### config.mk
export PLATFORM = sky130hd
export DESIGN_NAME = csw_clock_switch
export DESIGN_NICKNAME = d
export VERILOG_FILES = /design/src/common/csw_pkg.sv /design/src/verilog/csw_clock_switch.sv /design/src/verilog/csw_instr_timer.sv
export SDC_FILE = /design/constraint.sdc
export NUM_CORES = 1
export LEC_CHECK = 0
export ABC_AREA = 1
export CAP_MARGIN = 20
export CORE_MARGIN = 4
export CORE_UTILIZATION = 55
export CTS_CLUSTER_DIAMETER = 80
export DETAILED_ROUTE_END_ITERATION = 10
export DONT_BUFFER_PORTS = 1
export PLACE_DENSITY = 0.73
export SETUP_SLACK_MARGIN = 0.1
export SLEW_MARGIN = 20
export SYNTH_ARGS = -nofsm -noshare
export SYNTH_HDL_FRONTEND = slang
export SYNTH_SLANG_ARGS = --single-unit
### constraint.sdc
create_clock -name mclk -period 2 [get_ports mclk]
set_clock_uncertainty 0.15 [all_clocks]
set_input_delay 0.4 -clock mclk [delete_from_list [all_inputs] [get_ports mclk]]
set_output_delay 0.4 -clock mclk [all_outputs]
set_load 0.02 [all_outputs]
### src/common/csw_pkg.sv
// Package: constants, types and register map of the CPU clock switchover block
package csw_pkg;

    // ************************************************************
    // Register map (byte addresses, one word each)
    // ************************************************************
    localparam logic [2:0] CSW_ADDR_CTRL = 3'h0;
    localparam logic [2:0] CSW_ADDR_OSC_MODE = 3'h4;

    // Processor clock control field positions
    localparam int CSW_RATIO_LSB = 0;
    localparam int CSW_SRC_SEL_BIT = 4;
    localparam int CSW_STATUS_BIT = 5;
    localparam int CSW_STOP_BIT = 7;
    // Oscillation mode field position
    localparam int CSW_PRESCALER_BIT = 0;

    // Reset values
    localparam logic [7:0] CSW_CTRL_RESET = 8'h04;
    localparam logic [7:0] CSW_OSC_MODE_RESET = 8'h00;
    localparam logic [2:0] CSW_RATIO_SLOWEST = 3'h4;

    // ************************************************************
    // Timing
    // ************************************************************
    localparam int CSW_MAIN_OSC_HZ = 5_000_000;
    localparam int CSW_SUB_OSC_HZ = 32_768;
    // Old-clock instructions for main to subsystem at fastest setting
    localparam logic [7:0] CSW_SUB_SWITCH_BASE =
        8'((CSW_MAIN_OSC_HZ + 2 * CSW_SUB_OSC_HZ - 1) / (2 * CSW_SUB_OSC_HZ));
    localparam logic [7:0] CSW_MAIN_SWITCH_BASE = 8'h10;
    localparam logic [7:0] CSW_ONE_INSTR = 8'h01;
    // Subsystem ticks per instruction (122 us at 32.768 kHz)
    localparam logic [6:0] CSW_SUB_TICKS_PER_INSTR = 7'h04;
    // Main ticks per instruction at ratio 000 with full-rate prescaler
    localparam logic [6:0] CSW_MAIN_TICKS_BASE = 7'h02;
    localparam int CSW_STAB_PERIODS = 2 ** 17;
    localparam int CSW_HALVE_STEPS = 5;

    // ************************************************************
    // Types
    // ************************************************************
    typedef struct packed {
        logic [2:0] ratio;
        logic src_sub;
    } csw_setting_s;

    typedef enum logic {
        ST_IDLE = 1'b0,
        ST_WAIT = 1'b1
    } csw_state_e;

endpackage

### src/verilog/csw_clock_switch.sv
// CPU clock switchover control: registers, delayed switch, oscillator gating
//
// Function
// On subsystem clock, instruction time is fixed; ratio bits are ignored.
// Watchdog counting is halted while CPU runs from subsystem clock.
// Software must not enter oscillator-stopping standby on subsystem clock.
// CPU clock chosen by ratio bits 0-2 and source select bit 4.
// A written setting takes effect only after some old-clock instructions.
// Bit 5 reports whether CPU runs on main or subsystem clock.
// Main ratio switch waits 16,8,4,2,1 instructions; from subsystem waits one.
// Main to subsystem waits main_osc_freq/(2 sub_osc_freq) instructions, halving per slower step.
// Software must not change ratio while moving main to subsystem.
// After reset, main oscillator runs and CPU waits 2^17 main periods.
// CPU then starts at the slowest main clock setting.
// Clearing stop bit 7 restarts the main oscillator.
// Software waits stabilization itself before returning to main clock.
// Software selects subsystem clock only when it oscillates stably.
// Software raises speed only after the supply has risen enough.
// Prescaler bit 0 of oscillation mode sets main rate and switch delays.
// Reset loads control 04H and oscillation mode 00H.
// Stop bit stops main oscillator only once CPU is on subsystem clock.
// Status bit is read-only and changes only when the switch completes.
//
// Our own choices: the address map and the Avalon-MM register port.
`timescale 1ns/1ns
module csw_clock_switch
    import csw_pkg::*;
#(
    parameter int STAB_PERIODS = CSW_STAB_PERIODS
)
(
    input wire logic mclk,
    input wire logic rst,
    input wire logic [2:0] avs_address,
    input wire logic avs_read,
    input wire logic avs_write,
    input wire logic [31:0] avs_writedata,
    input wire logic [3:0] avs_byteenable,
    output logic [31:0] avs_readdata,
    output logic avs_waitrequest,
    input wire logic main_osc_in,
    input wire logic sub_osc_in,
    output logic main_osc_enable,
    output logic cpu_run,
    output logic cpu_instr_tick,
    output logic cpu_on_sub,
    output logic wdt_count_enable
);

    // ************************************************************
    // Functions
    // ************************************************************
    // Ratio codes above the slowest act as the slowest
    function automatic logic [2:0] clamp_ratio(input logic [2:0] r);
        return (r > CSW_RATIO_SLOWEST) ? CSW_RATIO_SLOWEST : r;
    endfunction

    // Old-clock instructions that a switch from act to the new setting takes
    function automatic logic [7:0] switch_delay(input csw_setting_s act, input logic to_sub,
                                                input logic prescaler_sel);
        logic [7:0] d;
        logic [2:0] steps;
        d = CSW_ONE_INSTR;
        steps = 3'(clamp_ratio(act.ratio) + {2'b00, !prescaler_sel});
        if (act.src_sub) begin
            d = CSW_ONE_INSTR;
        end else if (to_sub) begin
            d = CSW_SUB_SWITCH_BASE;
            for (int i = 0; i < CSW_HALVE_STEPS; i++) begin
                if (3'(i) < steps) begin
                    d = 8'((9'(d) + 9'h001) >> 1);
                end
            end
        end else begin
            d = CSW_MAIN_SWITCH_BASE >> clamp_ratio(act.ratio);
        end
        return d;
    endfunction

    // ************************************************************
    // Declarations
    // ************************************************************
    csw_setting_s req_r, act_r, req_nxt;
    csw_state_e state_r;
    logic stop_r, main_prescaler_select_r, on_sub_nxt;
    logic [7:0] dly_r;
    logic [17:0] stab_r;
    logic stab_done_r;
    logic main_s1_r, main_s2_r, main_s3_r, sub_s1_r, sub_s2_r, sub_s3_r;
    logic main_tick, sub_tick, src_tick, instr_tick, apply;
    logic [6:0] period;
    logic bus_req, bus_take, ctrl_wr, mode_wr;

    // ************************************************************
    // Oscillator pin synchronisers
    // ************************************************************
    // Third stage only serves edge detection; first stage feeds nothing else
    always_ff @(posedge mclk or posedge rst) begin
        if (rst) begin
            main_s1_r <= 1'b0;
            main_s2_r <= 1'b0;
            main_s3_r <= 1'b0;
            sub_s1_r <= 1'b0;
            sub_s2_r <= 1'b0;
            sub_s3_r <= 1'b0;
        end else begin
            main_s1_r <= main_osc_in;
            main_s2_r <= main_s1_r;
            main_s3_r <= main_s2_r;
            sub_s1_r <= sub_osc_in;
            sub_s2_r <= sub_s1_r;
            sub_s3_r <= sub_s2_r;
        end
    end

    // Rising edges count as oscillator periods; a stopped oscillator gives none
    assign main_tick = main_s2_r && !main_s3_r && main_osc_enable;
    assign sub_tick = sub_s2_r && !sub_s3_r;

    // ************************************************************
    // Avalon-MM slave
    // ************************************************************
    // One wait cycle per access keeps read data registered
    assign bus_req = avs_read ^ avs_write;
    assign bus_take = bus_req && !avs_waitrequest;
    assign ctrl_wr = bus_take && avs_write && avs_byteenable[0] && (avs_address == CSW_ADDR_CTRL);
    assign mode_wr = bus_take && avs_write && avs_byteenable[0] && (avs_address == CSW_ADDR_OSC_MODE);

    always_ff @(posedge mclk or posedge rst) begin
        if (rst) begin
            avs_waitrequest <= 1'b1;
        end else begin
            avs_waitrequest <= !(bus_req && avs_waitrequest);
        end
    end

    // Unmapped addresses read as zero
    always_ff @(posedge mclk or posedge rst) begin
        if (rst) begin
            avs_readdata <= 32'h0000_0000;
        end else if (avs_read && avs_waitrequest) begin
            avs_readdata <= 32'h0000_0000;
            if (avs_address == CSW_ADDR_CTRL) begin
                avs_readdata[CSW_RATIO_LSB +: 3] <= req_r.ratio;
                avs_readdata[CSW_SRC_SEL_BIT] <= req_r.src_sub;
                avs_readdata[CSW_STATUS_BIT] <= cpu_on_sub;
                avs_readdata[CSW_STOP_BIT] <= stop_r;
            end else if (avs_address == CSW_ADDR_OSC_MODE) begin
                avs_readdata[CSW_PRESCALER_BIT] <= main_prescaler_select_r;
            end
        end
    end

    // ************************************************************
    // Control and oscillation mode registers
    // ************************************************************
    // Status bit is not writable; it follows the applied setting only
    assign req_nxt = '{ratio: avs_writedata[CSW_RATIO_LSB +: 3], src_sub: avs_writedata[CSW_SRC_SEL_BIT]};

    always_ff @(posedge mclk or posedge rst) begin
        if (rst) begin
            req_r <= '{ratio: CSW_CTRL_RESET[CSW_RATIO_LSB +: 3], src_sub: CSW_CTRL_RESET[CSW_SRC_SEL_BIT]};
            stop_r <= CSW_CTRL_RESET[CSW_STOP_BIT];
        end else if (ctrl_wr) begin
            req_r <= req_nxt;
            stop_r <= avs_writedata[CSW_STOP_BIT];
        end
    end

    always_ff @(posedge mclk or posedge rst) begin
        if (rst) begin
            main_prescaler_select_r <= CSW_OSC_MODE_RESET[CSW_PRESCALER_BIT];
        end else if (mode_wr) begin
            main_prescaler_select_r <= avs_writedata[CSW_PRESCALER_BIT];
        end
    end

    // ************************************************************
    // Stabilization wait after reset
    // ************************************************************
    // Only the reset release is covered; a later restart is left to software
    always_ff @(posedge mclk or posedge rst) begin
        if (rst) begin
            stab_r <= 18'h00000;
            stab_done_r <= 1'b0;
        end else if (!stab_done_r && main_tick) begin
            stab_r <= stab_r + 18'h00001;
            stab_done_r <= (stab_r + 18'h00001 >= 18'(STAB_PERIODS));
        end
    end

    always_ff @(posedge mclk or posedge rst) begin
        if (rst) begin
            cpu_run <= 1'b0;
        end else begin
            cpu_run <= stab_done_r;
        end
    end

    // ************************************************************
    // Instruction timing
    // ************************************************************
    // Main: 2 prescaled periods per instruction, doubling per ratio step; prescaler 0 halves the rate
    assign period = act_r.src_sub ? CSW_SUB_TICKS_PER_INSTR
                                  : 7'(CSW_MAIN_TICKS_BASE << clamp_ratio(act_r.ratio)) << !main_prescaler_select_r;
    assign src_tick = act_r.src_sub ? sub_tick : main_tick;

    csw_instr_timer u_instr_timer (
        .mclk(mclk),
        .rst(rst),
        .run(cpu_run),
        .src_tick(src_tick),
        .period(period),
        .instr_tick(instr_tick)
    );

    always_ff @(posedge mclk or posedge rst) begin
        if (rst) begin
            cpu_instr_tick <= 1'b0;
        end else begin
            cpu_instr_tick <= instr_tick;
        end
    end

    // ************************************************************
    // Delayed switchover
    // ************************************************************
    // A new write restarts the wait, measured from the clock still in use
    assign apply = (state_r == ST_WAIT) && instr_tick && (dly_r == CSW_ONE_INSTR);

    always_ff @(posedge mclk or posedge rst) begin
        if (rst) begin
            state_r <= ST_IDLE;
            dly_r <= CSW_ONE_INSTR;
        end else if (ctrl_wr && (req_nxt != act_r)) begin
            state_r <= ST_WAIT;
            dly_r <= switch_delay(act_r, req_nxt.src_sub && !act_r.src_sub, main_prescaler_select_r);
        end else if (apply) begin
            state_r <= ST_IDLE;
        end else if ((state_r == ST_WAIT) && instr_tick) begin
            dly_r <= dly_r - 8'h01;
        end
    end

    always_ff @(posedge mclk or posedge rst) begin
        if (rst) begin
            act_r <= '{ratio: CSW_RATIO_SLOWEST, src_sub: 1'b0};
        end else if (apply) begin
            act_r <= req_r;
        end
    end

    // ************************************************************
    // Status, watchdog and oscillator gating outputs
    // ************************************************************
    assign on_sub_nxt = apply ? req_r.src_sub : act_r.src_sub;

    // Main oscillator stops only once the CPU has really left it
    always_ff @(posedge mclk or posedge rst) begin
        if (rst) begin
            cpu_on_sub <= 1'b0;
            wdt_count_enable <= 1'b1;
            main_osc_enable <= 1'b1;
        end else begin
            cpu_on_sub <= on_sub_nxt;
            wdt_count_enable <= !on_sub_nxt;
            main_osc_enable <= !(on_sub_nxt && (ctrl_wr ? avs_writedata[CSW_STOP_BIT] : stop_r));
        end
    end

    logic [7:0] seen_r, max_r;
    always_ff @(posedge mclk or posedge rst) begin
        if (rst) begin
            seen_r <= 8'h00;
            max_r <= 8'h00;
        end else if (ctrl_wr && (req_nxt != act_r)) begin
            seen_r <= 8'h00;
            max_r <= switch_delay(act_r, req_nxt.src_sub && !act_r.src_sub, main_prescaler_select_r);
        end else if (instr_tick && (seen_r != 8'hFF)) begin
            seen_r <= seen_r + 8'h01;
        end
    end
endmodule

### src/verilog/csw_instr_timer.sv
// Instruction timer: one pulse per instruction time of the active source
`timescale 1ns/1ns
module csw_instr_timer
    import csw_pkg::*;
(
    input wire logic mclk,
    input wire logic rst,
    input wire logic run,
    input wire logic src_tick,
    input wire logic [6:0] period,
    output logic instr_tick
);

    logic [6:0] cnt_r;

    // ************************************************************
    // Tick counter
    // ************************************************************
    // A period that shrinks mid-count wraps on the next source tick instead of overrunning
    always_ff @(posedge mclk or posedge rst) begin
        if (rst) begin
            cnt_r <= 7'h00;
            instr_tick <= 1'b0;
        end else if (!run) begin
            cnt_r <= 7'h00;
            instr_tick <= 1'b0;
        end else if (src_tick && (cnt_r + 7'h01 >= period)) begin
            cnt_r <= 7'h00;
            instr_tick <= 1'b1;
        end else begin
            cnt_r <= src_tick ? cnt_r + 7'h01 : cnt_r;
            instr_tick <= 1'b0;
        end
    end

endmodule

==> flow_summary_export.csv, run 1 <==
group,metric,value,unit
power_and_ir_drop,peakVddDrop,502,µV
synthesis,netlist_area,3660,µm²
synthesis,synth-simple-area-share,0.258,
route,antenna_left,0,
power_and_ir_drop,power_density,713,nW/µm²
worst_setup_path,worst_ep_required_time,2.10,ns
route,vias,2945,
route,dr.first_iter.drc_count,160,
worst_setup_path,slowest_delay,0.35,ns
route,wl_per_cell,13.0,µm
min_path,hp-class,"input port to register",
worst_setup_path,r2r_slack,-0.34,ns
status,status,"complete, but fails checks",
worst_setup_path,crit_family,"simple AND/OR/NAND/NOR gates",
global_routing,grt_pass1_vias,2724,
global_routing,grt_pass1_wl,11800,µm
sta,worst_slack,-0.345,ns
worst_setup_path,cp-end-kind,"register",
power_and_ir_drop,power.share.clock,0.363,
worst_setup_path,path_class,"register to register",
min_path,hold_path_depth,2,
synthesis,synth_mux_area_frac,0,
synthesis,synth_compound_area_frac,0.0899,
worst_setup_path,r2r-start,"u_instr_timer.cnt_r[0]",
die,die_w,89.6,µm
synthesis,synth-edff-count,0,
worst_setup_path,r2r_cells,11,
sta,report.final.slew_viol_count,0,
worst_setup_path,crit_chain,"ha_2 -> nand4_1 -> nor2_1 -> xor2_1 -> ha_1 -> a21oi_2 -> o21a_1 -> nand2_2 -> nor2_4 -> nand2_1 -> o21ai_1",
synthesis,netlist_instances,448,
sta,max_freq,0.427,GHz
synthesis,synth_xor_area_frac,0.0503,
final_layout,final_nets,551,
final_layout,fillers,517,
synthesis,synth_seq_cells,64,
global_routing,grt_start_max_net_pins,49,
worst_setup_path,timing.rr.end,"u_instr_timer.cnt_r[2]",
placed_design,port-buffer-count,0,
global_routing,grt_overflow_total,0,
sta,fin_crit_sh,1.17,
worst_setup_path,cp_slowest_cell,"dfrtp_1",
clocking,cts_tree,"yes",
power_and_ir_drop,leakagePower,2.13,nW
power_and_ir_drop,internal-power,2.14,mW
route,dr.pass1.iters,4,
final_layout,area_growth,17.6,%
synthesis,synth_fa_ha_area_frac,0.0445,
placed_design,dp_hpwl,5030,µm
clocking,clk_latency,0.35,ns
sta,hold_violations,0,
clocking,clockBufferDepth,2,
min_path,holdCritStartpoint,"avs_writedata[2]",
clocking,cts_max_level,3,
route,drcViolationCount,0,
worst_setup_path,start_kind,"register",
synthesis,synth_top_family_by_area,"simple AND/OR/NAND/NOR gates",
clocking,clk_pin_slew_worst_paths,0.09,ns
die,start_util,0.570,
job,cap_viol_max_count,0,
clocking,cts_root_buf,"clkbuf_8",
power_and_ir_drop,power_switching,933,µW
clocking,clkSinkCount,64,
sta,fin_crit,2.34,ns
route,drt_wl_total,7490,µm
final_layout,diodes,0,
worst_setup_path,crit_buf_inv,0,
synthesis,synth_ff_type,"dfrtp_1",
synthesis,synthDistinctLibCells,36,
clocking,cts_made_buffers,9,
power_and_ir_drop,seqPwrFrac,0.495,
synthesis,synth_seq_area_share,0.440,
min_path,hold_end,"req_r[3]",
sta,tns,-2.20,ns
synthesis,ys_warn_count,0,
die,ios,83,
die,core,6420,µm²
synthesis,avgSynthCellArea,8.17,µm²
die,die_area,8020,µm²
die,dieHeight,89.6,µm
final_layout,drive_gt1_frac,0.227,
die,rows,29,
sta,grt_setup_unrepaired,"true",
power_and_ir_drop,total_power,3.07,mW
power_and_ir_drop,swShare,0.304,
worst_setup_path,arrival,2.44,ns
route,drt-vias-per-instance,5.12,
worst_setup_path,critPathMaxFanout,7,
global_routing,grt_usage,0.191,
sta,setup_viol,8,
global_routing,antenna_found_initial,0,
synthesis,synth-async-reset-ratio,1.00,
status,failed_checks,"setup timing",
power_and_ir_drop,comb_power_share,0.143,
placed_design,gp_congestion,0.850,
==> cells in the mapped netlist (2+ instances only) <==
library cell,n,share of area
a31oi_1,2,0.0034
o21ai_0,28,0.038
buf_4,27,0.055
ha_1,13,0.044
xnor2_1,6,0.014
nor3_1,7,0.0096
nor2_1,41,0.042
o31ai_1,4,0.0082
dfstp_2,6,0.043
inv_2,4,0.0041
nor2_4,2,0.0062
nand2_2,4,0.0068
xor2_1,15,0.036
nand3_1,25,0.034
nor2_2,7,0.012
o21ai_2,4,0.0096
o21a_1,2,0.0041
a22oi_1,3,0.0062
nand2_1,117,0.12
nand2_4,2,0.0062
inv_1,45,0.046
nand4_1,5,0.0085
a21oi_1,9,0.012
dfrtp_1,58,0.40
==> power by group through the flow <==
stage                     Combinational [mW]  Sequential (mW)  Clock (mW)
after floorplan                        0.378             1.52           0
after global placement                 0.398             1.54           0
after detailed placement               0.414             1.54           0
after CTS                              0.426             1.52        1.13
after global routing                   0.503             1.53        1.21
final                                  0.438             1.52        1.11
==> placed cells by master, fill, tap and decap left out, types with 7 or more instances in the layout <==
master / n
ha_1: 10
nor2_1: 38
nand2_1: 106
clkbuf_8: 9
buf_4: 28
conb_1: 26
dfrtp_1: 57
xor2_1: 15
nor2_2: 7
o21ai_0: 19
nand2_2: 11
inv_1: 42
nor3_1: 7
nand3_1: 22
o21ai_1: 8
==> state kept, by name, summed over array words and instances, names as in the netlist, 4 cells and up <==
| name | flops |
|---|---|
| act_r | 4 |
| avs_readdata | 6 |
| u_instr_timer.cnt_r | 7 |
| stab_r | 18 |
| req_r | 4 |
| dly_r | 8 |
==> worst register-to-register path: stages (launching register included) <==
cell	delay [ns]
dfrtp_1	0.35
ha_2	0.19
nand4_1	0.13
nor2_1	0.18
xor2_1	0.24
ha_1	0.30
a21oi_2	0.14
o21a_1	0.17
nand2_2	0.07
nor2_4	0.17
nand2_1	0.08
o21ai_1	0.10
==> logic make-up after synthesis <==
family | Yosys count
other | 1
adders and majority gates | 13
AOI/OAI and AO/OA | 55
xor gates and xnor gates | 21
and+or+nand+nor | 214
buffers and inverters | 80
DFF | 64
==> metrics by stage <==
step	worst slack (ns)	instances	hold WS, ns	util	area, µm²
6_report	-0.345	575	0.0192	0.670	4300
5_1_grt	-0.469	575	0.00441	0.670	4300
4_1_cts	-0.296	562	0.00330	0.640	4110
3_5_place_dp	-0.254	541	0.150	0.593	3810
3_3_place_gp	-0.157	541	0.148	0.593	3810
2_1_floorplan	-0.0873	473	0.181	-	3780
==> cell type report <==
| cell class | count | area [µm²] | share of cell area |
|---|---|---|---|
| clock buffers | 9 | 124 | 0.0288 |
| clock inverters | 7 | 72.6 | 0.0169 |
| inverters | 49 | 190 | 0.0442 |
| multi-input cells | 330 | 1870 | 0.434 |
| flip-flops and latches | 64 | 1610 | 0.374 |
| well taps | 77 | 96.3 | 0.0224 |
| repair buffers | 39 | 342 | 0.0794 |
==> worst max-delay path by stage <==
stage                                      start                      to  slack (ns)  depth (start not counted)
after detailed placement  u_instr_timer.cnt_r[0]  u_instr_timer.cnt_r[2]       -0.25                         11
after global routing      u_instr_timer.cnt_r[1]  u_instr_timer.cnt_r[0]       -0.47                         11
after CTS                 u_instr_timer.cnt_r[1]  u_instr_timer.cnt_r[2]       -0.30                         11
after floorplan           u_instr_timer.cnt_r[0]  u_instr_timer.cnt_r[0]       -0.09                         11
final                     u_instr_timer.cnt_r[0]  u_instr_timer.cnt_r[2]       -0.34                         11
after global placement    u_instr_timer.cnt_r[0]  u_instr_timer.cnt_r[0]       -0.16                         11
==> repair_timing <==
item,CTS,global route
buffers inserted,2,11
endpoints found under the setup margin,15,17
pin swaps,16,23
hold buffers,3,1
endpoints found under the hold margin,16,1
cloned,0,1
gates resized for setup,17,30
==> routing by layer <==
layer | part of all wire | track usage | up-vias
met5 | 0 | 0 | -
met4 | 0.015 | 0.0650 | 0
met3 | 0.048 | 0.0618 | 13
met2 | 0.50 | 0.309 | 69
met1 | 0.44 | 0.240 | 1391
li1 | - | - | 1472
Note: power is estimated with default switching activity, not from simulation.
==> run 2, diff against run 1 <==
Settings changed: ABC_AREA 1 to default, CELL_PAD_IN_SITES_DETAIL_PLACEMENT from default to 1, CELL_PAD_IN_SITES_GLOBAL_PLACEMENT from default to 1, CORE_UTILIZATION 55 to 44, PLACE_DENSITY 0.73 to default, PLACE_DENSITY_LB_ADDON from default to 0.1, TNS_END_PERCENT from default to 30.
==> run 2 against run 1 <==
  * The run still ends with setup timing left
  * Via count is 14% lower
  * Utilization shrank 9.8 points
  * Cell area rose by 3.3%
  * Global-route usage is 2.7 points lower
  * Wire length is 3.4% higher
  * Die area grew 19%
  * Setup slack improved by 0.097 ns
  * First-iteration DRC count decreased by 57%
  * Sequential share of layout area is 1.1 points lower
  * Critical endpoint is now u_instr_timer.cnt_r[1]
  * Largest power group unchanged
  * Highest routed layer unchanged
==> flow_summary_export.csv, run 2 <==
group,metric,value,unit
die,die_area,9540,µm²
placed_design,dp.cells,469,
worst_setup_path,path_class,"register to register",
global_routing,grt.met3_usage,0.0438,
synthesis,netlist_area,3540,µm²
synthesis,synth_top_family_by_area,"simple AND/OR/NAND/NOR gates",
global_routing,grt_overflow_total,0,
global_routing,grt_use_met2,0.280,
clocking,cts_root_buf,"clkbuf_8",
power_and_ir_drop,power_switching,799,µW
route,antenna_left,0,
die,rows,32,
synthesis,synth_compound_area_frac,0.0725,
power_and_ir_drop,total_power,3.08,mW
synthesis,synth-async-reset-ratio,1.00,
synthesis,synth-simple-area-share,0.206,
final_layout,largestRegisters,"stab_r x18, dly_r x8, u_instr_timer.cnt_r x7",
synthesis,synth_seq_area_share,0.455,
min_path,hp-class,"input port to register",
die,dieHeight,97.7,µm
final_layout,largest_register_ffs,18,
worst_setup_path,timing.rr.end,"u_instr_timer.cnt_r[1]",
global_routing,grt_pass1_vias,2744,
sta,worst_slack,-0.248,ns
final_layout,area_growth,25.6,%
final_layout,max_flop_register,"stab_r",
die,ios,83,
power_and_ir_drop,seqPwrFrac,0.492,
final_layout,final_common_cell,"dfrtp_1",
synthesis,synth_top_area_share,0.410,
status,status,"complete, but fails checks",
clocking,clk_latency,0.34,ns
synthesis,synth_fa_ha_area_frac,0.0488,
clocking,cts_tree,"yes",
power_and_ir_drop,comb_power_share,0.121,
route,drt-vias-per-instance,5.08,
final_layout,drive_gt1_frac,0.338,
route,dr.first_iter.drc_count,69,
sta,setup_viol,10,
min_path,hold_path_depth,2,
final_layout,diodes,0,
synthesis,synthDistinctLibCells,54,
min_path,hold_end,"avs_waitrequest",
route,drcViolationCount,0,
clocking,clockBufferDepth,2,
job,cap_viol_max_count,0,
status,failed_checks,"setup timing",
final_layout,multi_input_comb_area,2010,µm²
final_layout,final_cell_mix,"54 x dfrtp_1, 44 x buf_4, 43 x nand2_1",
placed_design,gp_congestion,0.764,
sta,tns,-1.69,ns
power_and_ir_drop,power_density,693,nW/µm²
global_routing,grt_busiest_layer,"met2",
clocking,cts_max_level,3,
power_and_ir_drop,leakagePower,2.02,nW
final_layout,instances_no_fill,501,
final_layout,seq_area,1610,µm²
sta,hold_violations,0,
sta,whs,0.0454,ns
worst_setup_path,cp-end-kind,"register",
global_routing,grt_pass1_wl,12800,µm
synthesis,netlist_instances,342,
global_routing,grt_start_max_net_pins,65,
route,drt_wl_total,7740,µm
die,die_w,97.7,µm
min_path,holdCritStartpoint,"avs_write",
final_layout,final_nets,452,
worst_setup_path,r2r_slack,-0.25,ns
final_layout,fillers,841,
route,wl_per_cell,15.4,µm
worst_setup_path,start_kind,"register",
power_and_ir_drop,peakVddDrop,350,µV
power_and_ir_drop,power.share.clock,0.387,
synthesis,synth_seq_cells,64,
sta,grt_setup_unrepaired,"true",
synthesis,synth-edff-count,0,
worst_setup_path,arrival,2.35,ns
placed_design,port-buffer-count,0,
placed_design,dp_hpwl,5270,µm
die,start_util,0.455,
worst_setup_path,worst_ep_required_time,2.10,ns
route,dr.pass1.iters,4,
global_routing,antenna_found_initial,0,
power_and_ir_drop,internal-power,2.28,mW
synthesis,ys_warn_count,0,
die,core,7770,µm²
route,vias,2544,
sta,fin_crit_sh,1.12,
synthesis,yosys.area.top_type,"dfrtp_1",
synthesis,synth.area.top_cells,"dfrtp_1 41%, xnor2_1 6.2%, buf_4 5.7%, nand2_1 4.8%, ha_1 4.6%",
synthesis,yosys-top-cells-count,"58 x dfrtp_1, 45 x nand2_1, 27 x buf_4, 25 x xnor2_1, 16 x nand3_1",
clocking,clkSinkCount,64,
sta,max_freq,0.445,GHz
synthesis,synth_ff_type,"dfrtp_1",
worst_setup_path,r2r-start,"u_instr_timer.cnt_r[1]",
synthesis,synth.most_common_cell,"dfrtp_1",
synthesis,synth_xor_area_frac,0.0867,
global_routing,grt_usage,0.164,
clocking,clk_pin_slew_worst_paths,0.07,ns
synthesis,synth_mux_area_frac,0.0495,
worst_setup_path,critPathMaxFanout,4,
sta,report.final.slew_viol_count,0,
worst_setup_path,r2r_cells,9,
synthesis,avgSynthCellArea,10.3,µm²
global_routing,gr-usage-met1,0.201,
clocking,cts_made_buffers,9,
sta,fin_crit,2.25,ns
power_and_ir_drop,swShare,0.259,
[run 2: cell types whose count changed after synthesis, sizes merged, moves of 5 or more]
cell	before	now
mux2	0	9
xor2	15	10
clkbuf	1	6
inv	49	12
xnor2	6	25
nand2b	0	6
nor2	50	11
nand2	123	46
o21ai	34	15
nand3	26	16
mux2i	0	7
and3	0	7
[run 2: worst max-delay path by stage]
stage | slack, ns | startpoint | to
2_1_floorplan | -0.08 | act_r[3] | u_instr_timer.cnt_r[2]
3_3_place_gp | -0.29 | u_instr_timer.cnt_r[0] | u_instr_timer.cnt_r[6]
3_5_place_dp | -0.40 | u_instr_timer.cnt_r[0] | u_instr_timer.cnt_r[6]
4_1_cts | -0.24 | u_instr_timer.cnt_r[0] | u_instr_timer.cnt_r[3]
5_1_grt | -0.40 | u_instr_timer.cnt_r[0] | u_instr_timer.cnt_r[1]
6_report | -0.25 | u_instr_timer.cnt_r[1] | u_instr_timer.cnt_r[1]
[run 2: timing repair]
item,in CTS,in global routing
pin swaps,18,23
endpoints found under the setup margin,18,20
resized for setup,26,30
hold endpoints to repair,61,0
hold buffers,5,0
setup buffers,7,6
cloned,0,0
[run 2: critical path, cell delays in order (launching register included)]
cell and delay (ns):
dfrtp_2 0.44, nand3_1 0.14, xor2_2 0.21, inv_1 0.09
ha_1 0.29, o2111ai_2 0.19, a21o_1 0.12, nand4_1 0.17
buf_4 0.20, o21ai_1 0.15
[run 2: routing by layer]
layer | routed length, µm | vias up
met2 | 4040 | 33
met1 | 3310 | 1276
met4 | 96 | 0
met5 | 0 | -
met3 | 291 | 7
li1 | - | 1228
[run 2: final cells by class]
class | count | area share
Multi-Input combinational cell | 255 | 0.453
Sequential cell | 64 | 0.363
Clock buffer | 14 | 0.0411
Clock inverter | 2 | 0.00788
Inverter | 12 | 0.0110
Timing Repair Buffer | 52 | 0.0952
Tap cell | 102 | 0.0287
[run 2: metrics by stage]
step	util	setup slack [ns]	area, µm²
finish	0.572	-0.248	4440
global route	0.572	-0.396	4440
CTS	0.553	-0.243	4290
detailed placement	0.496	-0.396	3850
global placement	0.496	-0.290	3850
floorplan	-	-0.0840	3700
[run 2: cell families after synthesis]
logic type | after synthesis
AND/OR/NAND/NOR | 123
flip-flops | 64
buffers and inverters | 48
AO/OA/AOI/OAI | 41
XOR/XNOR | 35
multiplexers | 16
adder cells (fa/ha/maj) | 14
other | 1
[run 2: power by group through the flow]
stage,Clock (mW),Combinational [mW],Sequential [mW]
2_1_floorplan,0,0.312,1.51
4_1_cts,1.22,0.367,1.52
3_5_place_dp,0,0.352,1.53
5_1_grt,1.29,0.421,1.53
3_3_place_gp,0,0.343,1.53
6_report,1.19,0.373,1.52
